===== src/rtl/dma_irq_pkg.sv =====
package dma_irq_pkg;
   localparam logic [7:0] off_irq_enable = 8'h1c;
   localparam logic [7:0] off_miss_counters = 8'h20;
   localparam logic [7:0] off_tx_pointer = 8'h50;
   localparam logic [7:0] off_rx_pointer = 8'h54;
   localparam logic [31:0] irq_enable_reset = 32'h0000_0000;
   localparam logic [31:0] pointer_reset = 32'h0000_0000;
   // writable bits of the enable register, including the r/w reserved ones
   localparam logic [31:0] irq_enable_wmask = 32'h0001_c7e7;
   localparam int bit_transmit_done = 0;
   localparam int bit_transmit_stopped = 1;
   localparam int bit_transmit_nobuffer = 2;
   localparam int bit_receive_done = 6;
   localparam int bit_receive_nobuffer = 7;
   localparam int bit_receive_stopped = 8;
   localparam int bit_receive_watchdog = 9;
   localparam int bit_abnormal_summary = 15;
   localparam int bit_normal_summary = 16;
   localparam int pos_nobuffer_count = 0;
   localparam int pos_nobuffer_overflow = 16;
   localparam int pos_fifo_full_count = 17;
   localparam int pos_fifo_full_overflow = 28;
   localparam logic [15:0] nobuffer_count_reset = 16'h0000;
   localparam logic [10:0] fifo_full_count_reset = 11'h000;
endpackage


===== src/rtl/dma_irq_enable_miss_counters.sv =====
`timescale 1ns/10ps
module dma_irq_enable_miss_counters (
   input wire logic pclk,
   input wire logic presetn,
   input wire logic psel,
   input wire logic penable,
   input wire logic pwrite,
   input wire logic [7:0] paddr,
   input wire logic [31:0] pwdata,
   output logic [31:0] prdata,
   output logic pready,
   output logic pslverr,
   input wire logic soft_reset,
   input wire logic [31:0] dma_status_register,
   input wire logic frame_discard_nobuffer,
   input wire logic frame_lost_fifo_full,
   input wire logic receive_no_descriptor,
   input wire logic [31:0] transmit_pointer,
   input wire logic [31:0] receive_pointer,
   output logic [31:0] interrupt_enabled,
   output logic receive_nobuffer_status,
   output logic dma_interrupt
);
   import dma_irq_pkg::*;

   typedef struct packed {
      logic [31:0] enable;
      logic [15:0] nobuffer_miss_count;
      logic nobuffer_count_overflow;
      logic [10:0] fifo_full_miss_count;
      logic fifo_full_count_overflow;
      logic [31:0] tx_pointer;
      logic [31:0] rx_pointer;
      logic [31:0] rdata;
      logic ready;
      logic slverr;
      logic [31:0] gated;
      logic nobuffer_status;
      logic irq;
   } state_type;

   state_type state_r;
   state_type state_nxt;

   ////////////////////////////////////////////////////////////////////////////
   logic access;
   logic [31:0] readback;
   logic [31:0] effective;
   logic hit;

   always_comb begin
      state_nxt = state_r;
      access = psel && penable && !state_r.ready;
      hit = 1'b1;
      unique case (paddr)
         off_irq_enable: begin
            readback = state_r.enable;
         end
         off_miss_counters: begin
            readback = 32'h0000_0000;
            readback[pos_nobuffer_count +: 16] = state_r.nobuffer_miss_count;
            readback[pos_nobuffer_overflow] = state_r.nobuffer_count_overflow;
            readback[pos_fifo_full_count +: 11] = state_r.fifo_full_miss_count;
            readback[pos_fifo_full_overflow] = state_r.fifo_full_count_overflow;
         end
         off_tx_pointer: begin
            readback = state_r.tx_pointer;
         end
         off_rx_pointer: begin
            readback = state_r.rx_pointer;
         end
         default: begin
            readback = 32'h0000_0000;
            hit = 1'b0;
         end
      endcase

      // one wait state: pready rises in the second access cycle, then drops
      state_nxt.ready = access;
      state_nxt.slverr = access && !hit;
      state_nxt.rdata = (access && !pwrite) ? readback : 32'h0000_0000;

      if (access && pwrite && paddr == off_irq_enable) begin
         state_nxt.enable = pwdata & irq_enable_wmask;
      end

      state_nxt.tx_pointer = transmit_pointer;
      state_nxt.rx_pointer = receive_pointer;

      // read clears first; an event in the same cycle then counts from zero
      // clear on read
      if (access && !pwrite && paddr == off_miss_counters) begin
         state_nxt.nobuffer_miss_count = nobuffer_count_reset;
         state_nxt.nobuffer_count_overflow = 1'b0;
         state_nxt.fifo_full_miss_count = fifo_full_count_reset;
         state_nxt.fifo_full_count_overflow = 1'b0;
      end
      if (frame_discard_nobuffer) begin
         state_nxt.nobuffer_miss_count = state_nxt.nobuffer_miss_count + 16'h0001;
         if (state_nxt.nobuffer_miss_count == nobuffer_count_reset) begin
            state_nxt.nobuffer_count_overflow = 1'b1;
         end
      end
      if (frame_lost_fifo_full) begin
         state_nxt.fifo_full_miss_count = state_nxt.fifo_full_miss_count + 11'h001;
         if (state_nxt.fifo_full_miss_count == fifo_full_count_reset) begin
            state_nxt.fifo_full_count_overflow = 1'b1;
         end
      end

      state_nxt.nobuffer_status = receive_no_descriptor || dma_status_register[bit_receive_nobuffer];

      effective = 32'h0000_0000;
      effective[bit_transmit_done] = state_r.enable[bit_transmit_done] && state_r.enable[bit_normal_summary];
      effective[bit_transmit_nobuffer] =
         state_r.enable[bit_transmit_nobuffer] && state_r.enable[bit_normal_summary];
      effective[bit_transmit_stopped] =
         state_r.enable[bit_transmit_stopped] && state_r.enable[bit_abnormal_summary];
      // rx done follows the abnormal gate as specified
      effective[bit_receive_done] = state_r.enable[bit_receive_done] && state_r.enable[bit_abnormal_summary];
      effective[bit_receive_nobuffer] =
         state_r.enable[bit_receive_nobuffer] && state_r.enable[bit_abnormal_summary];
      effective[bit_receive_stopped] =
         state_r.enable[bit_receive_stopped] && state_r.enable[bit_abnormal_summary];
      effective[bit_receive_watchdog] =
         state_r.enable[bit_receive_watchdog] && state_r.enable[bit_abnormal_summary];
      state_nxt.gated = effective;
      state_nxt.irq = |(effective & dma_status_register);

      if (soft_reset) begin
         state_nxt.enable = irq_enable_reset;
         state_nxt.gated = 32'h0000_0000;
         state_nxt.irq = 1'b0;
      end
   end

   ////////////////////////////////////////////////////////////////////////////
   always_ff @(posedge pclk or negedge presetn) begin
      if (!presetn) begin
         state_r <= '0;
      end else begin
         state_r <= state_nxt;
      end
   end

   ////////////////////////////////////////////////////////////////////////////
   assign prdata = state_r.rdata;
   assign pready = state_r.ready;
   assign pslverr = state_r.slverr;
   assign interrupt_enabled = state_r.gated;
   assign receive_nobuffer_status = state_r.nobuffer_status;
   assign dma_interrupt = state_r.irq;
endmodule


===== config.mk =====
export PLATFORM = sky130hd
export DESIGN_NAME = dma_irq_enable_miss_counters
export DESIGN_NICKNAME = d
export VERILOG_FILES = /design/src/rtl/dma_irq_pkg.sv /design/src/rtl/dma_irq_enable_miss_counters.sv
export SDC_FILE = /design/constraint.sdc
export NUM_CORES = 1
export LEC_CHECK = 0
export BUFFER_PORTS_ARGS = -buffer_cell sky130_fd_sc_hd__buf_2
export CAP_MARGIN = 20
export CORE_UTILIZATION = 45
export DETAILED_ROUTE_END_ITERATION = 10
export PLACE_DENSITY_LB_ADDON = 0.05
export REMOVE_ABC_BUFFERS = 1
export SLEW_MARGIN = 20
export SYNTH_ARGS = -nofsm -noshare
export SYNTH_HDL_FRONTEND = slang
export SYNTH_SLANG_ARGS = --single-unit

===== constraint.sdc =====
create_clock -name pclk -period 3.4 [get_ports pclk]
set_input_delay 0 -clock pclk [delete_from_list [all_inputs] [get_ports pclk]]
set_output_delay 0 -clock pclk [all_outputs]
set_load 0.02 [all_outputs]

==> flow_summary.json <==
{
  "cellInternalPower_mw": 3.339,
  "synthAdderAreaFrac_pct": 0.5917,
  "area_delta_synth_final_pct": 32.29,
  "num_vias": 4794,
  "nFillCells": 1148,
  "synth_top_family_by_area": "simple AND/OR/NAND/NOR gates",
  "layout.nets": 889,
  "finalCritPeriodShare_pct": 88.62,
  "grt_overflow": 0,
  "status": "completed",
  "crit_type": "reg -> reg",
  "ctsResizeCount": 0,
  "hp-class": "in -> reg",
  "crit_path_end_kind": "register",
  "netlist_area_sq_mm": 0.006344,
  "synth_compound_area_share_pct": 10.77,
  "antenna_found_initial": 0,
  "clock_skew_ns": 0.01019,
  "synth_xor_area_share_pct": 3.590,
  "drtAntennaViolNets": 0,
  "grt_start_max_net_pins": 100,
  "routedWlPerCell_um": 15.84,
  "power_density_mw_per_mm2": 538.5,
  "grt_usage_pct": 22.10,
  "peakVddDrop_uv": 339.3,
  "worst_slew_pin_slew_ns": 0.8962,
  "rows": 43,
  "slew_viol_final": 0,
  "post-route-min-period_ns": 3.013,
  "finalWirelength_um": 14790,
  "die_h_um": 120.7,
  "drive_gt1_share_pct": 25.86,
  "cp.arrival_ns": 3.35,
  "yosys_warnings": 0,
  "clk_latency_ns": 0.42,
  "cts_tree": "done",
  "hold_viol_final": 0,
  "root_buffer": "clkbuf_16",
  "netlist_instances": 547,
  "antenna_cells": 0,
  "comb_power_share_pct": 12.2,
  "synth_edf_count": 0,
  "synth-seq-area-share_pct": 58.38,
  "fmax_ghz": 0.3319,
  "path_max_fanout": 10,
  "p_leak_nw": 3.989,
  "start_kind": "register",
  "htreeDepth": 4,
  "max-cap-violations": 0,
  "drc_errors": 0,
  "worst_slack_ns": 0.3868,
  "cts.path.max_buffers": 2,
  "clockPowerShare_pct": 42.3,
  "hpwl_um": 8905,
  "hold_ws_ns": 0.07467,
  "cts_hold_buf": 99,
  "first_pass_iters": 5,
  "cts_setup_buffers": 0,
  "switching_share_pct": 26.12,
  "core_area_sq_mm": 0.01383,
  "setup_tns_ns": 0,
  "postSynthAreaPerCell_sq_um": 11.60,
  "pre_cts_ws_ns": 0.4974,
  "synth.distinct_cells": 56,
  "async_flop_share_pct": 100.0,
  "synthFlopType": "dfrtp_1",
  "synthMuxAreaShare_pct": 2.249,
  "drt-initial-drc-count": 343,
  "yosys_register_bits": 148,
  "pwr-share-seq_pct": 45.5,
  "grt_pass1_vias": 4929,
  "clk_pin_slew_ns": 0.06,
  "die_w_um": 120.7,
  "setup_violations": 0,
  "dieArea_sq_mm": 0.01458,
  "clock-sinks": 148,
  "grt_setup_unrepaired": "false",
  "switching_power_mw": 1.180,
  "gp_congestion": 0.8315,
  "relSlewSlack_pct": 40.09,
  "cts_buffers": 17,
  "synth_simple_gate_area_share_pct": 13.81,
  "worst_ep_required_time_ns": 3.74,
  "io_pins": 213,
  "start_util_pct": 45.88,
  "port_buffers": 142,
  "grt_pass1_wl_um": 24430,
  "via_per_inst": 5.133
}
power groups by stage:
stage | Sequential [mW] | Combinational (mW) | Clock (mW)
5_1_grt | 2.08 | 0.625 | 2.03
3_3_place_gp | 2.08 | 0.462 | 0
4_1_cts | 2.05 | 0.554 | 1.95
3_5_place_dp | 2.09 | 0.476 | 0
2_1_floorplan | 2.03 | 0.315 | 0
6_report | 2.06 | 0.552 | 1.91
synth_stat cells, drive strengths merged (3+ instances only):
cell type	instances	share of area [%]
a21oi	17	1.3
a222oi	18	2.8
a22oi	29	3.4
a31oi	4	0.39
and2	14	1.4
and3	7	0.69
buf	78	9.1
clkbuf	20	1.2
dfrtp	148	58
ha	3	0.59
inv	4	0.24
mux2i	12	1.9
nand2	17	1.0
nand2b	4	0.39
nand3	18	1.6
nand4	16	1.8
nor2	61	3.6
nor3	7	0.55
nor4	5	0.69
o21ai	5	0.39
or4	3	0.41
xnor2	8	1.1
xor2	18	2.5
sequential cells by signal, summed over array words and instances, names as in the netlist:
register                 count
interrupt_enabled            7
pslverr                      1
receive_nobuffer_status      1
pready                       1
prdata                      32
state_r                    105
dma_interrupt                1
cell families after synthesis:
| logic type | after synthesis |
|---|---|
| and+or+nand+nor | 165 |
| DFF | 148 |
| buffers and inverters | 102 |
| AOI/OAI and AO/OA | 88 |
| xor gates and xnor gates | 26 |
| muxes | 14 |
| adders and majority gates | 3 |
| other | 1 |
metrics by stage:
stage          util, %  instances  total power, mW  area, sq um
3_3_place_gp     49.13        803            2.545         6793
5_1_grt          60.69        934            4.730         8392
2_1_floorplan        -        473            2.347         5779
6_report         60.69        934            4.519         8392
3_5_place_dp     49.13        803            2.563         6793
4_1_cts          60.69        934            4.563         8392
per-layer routing:
layer  vias up  track usage, %  share of wire [%]
li1       2235               -                  -
met1      2373           26.97                 42
met2       160           37.25                 52
met3        26           5.142                4.4
met4         0           9.954                2.1
met5         -               0                  0
worst max-delay path, cell delays in order (launching register included):
cell,delay (ns)
dfrtp_1,0.40
nor4bb_1,0.65
nand3_1,0.24
and2_1,0.24
ha_1,0.32
or4_1,0.55
o311ai_0,0.13
o2111ai_1,0.19
o31ai_2,0.21
cells in the final DEF, fill, tap and decap left out, types with 8 or more instances in the layout:
cell           Yosys  routed
dlygate4sd3_1      0      99
buf_4             67       8
nand4_1           14      14
nand3_1           17      17
xnor2_1            8       8
a222oi_1          18      18
xor2_1            18      18
buf_2              4     141
clkbuf_16          0      17
mux2i_1           12      12
conb_1             1      25
nand2_1           17      17
and2_1            13      13
a21oi_1           17      17
a22oi_1           29      29
dfrtp_1          148     148
nor2_1            61      61
worst paths after layout:
check,from,endpoint,slack [ns],cells after the start
min in group asynchronous,presetn,interrupt_enabled[6]$_DFF_PN0_,0.25,2
hold / removal,soft_reset,interrupt_enabled[2]$_DFF_PN0_,0.07,2
setup / recovery,pready$_DFF_PN0_,state_r[144]$_DFF_PN0_,0.39,8
setup reg to reg,pready$_DFF_PN0_,state_r[144]$_DFF_PN0_,0.39,8
max in group asynchronous,presetn,state_r[128]$_DFF_PN0_,2.21,3
hold reg to reg,pready$_DFF_PN0_,pready$_DFF_PN0_,0.48,1
layout make-up:
| type | instances | area [sq um] | area share [%] |
|---|---|---|---|
| Sequential cell | 148 | 3704 | 44.13 |
| Inverter | 4 | 15.01 | 0.1789 |
| Timing Repair Buffer | 249 | 1768 | 21.07 |
| Tap cell | 180 | 225.2 | 2.684 |
| Clock inverter | 12 | 151.4 | 1.804 |
| Multi-Input combinational cell | 321 | 2072 | 24.69 |
| Clock buffer | 20 | 456.7 | 5.442 |
No activity file was read; power rests on OpenSTA's default activity.
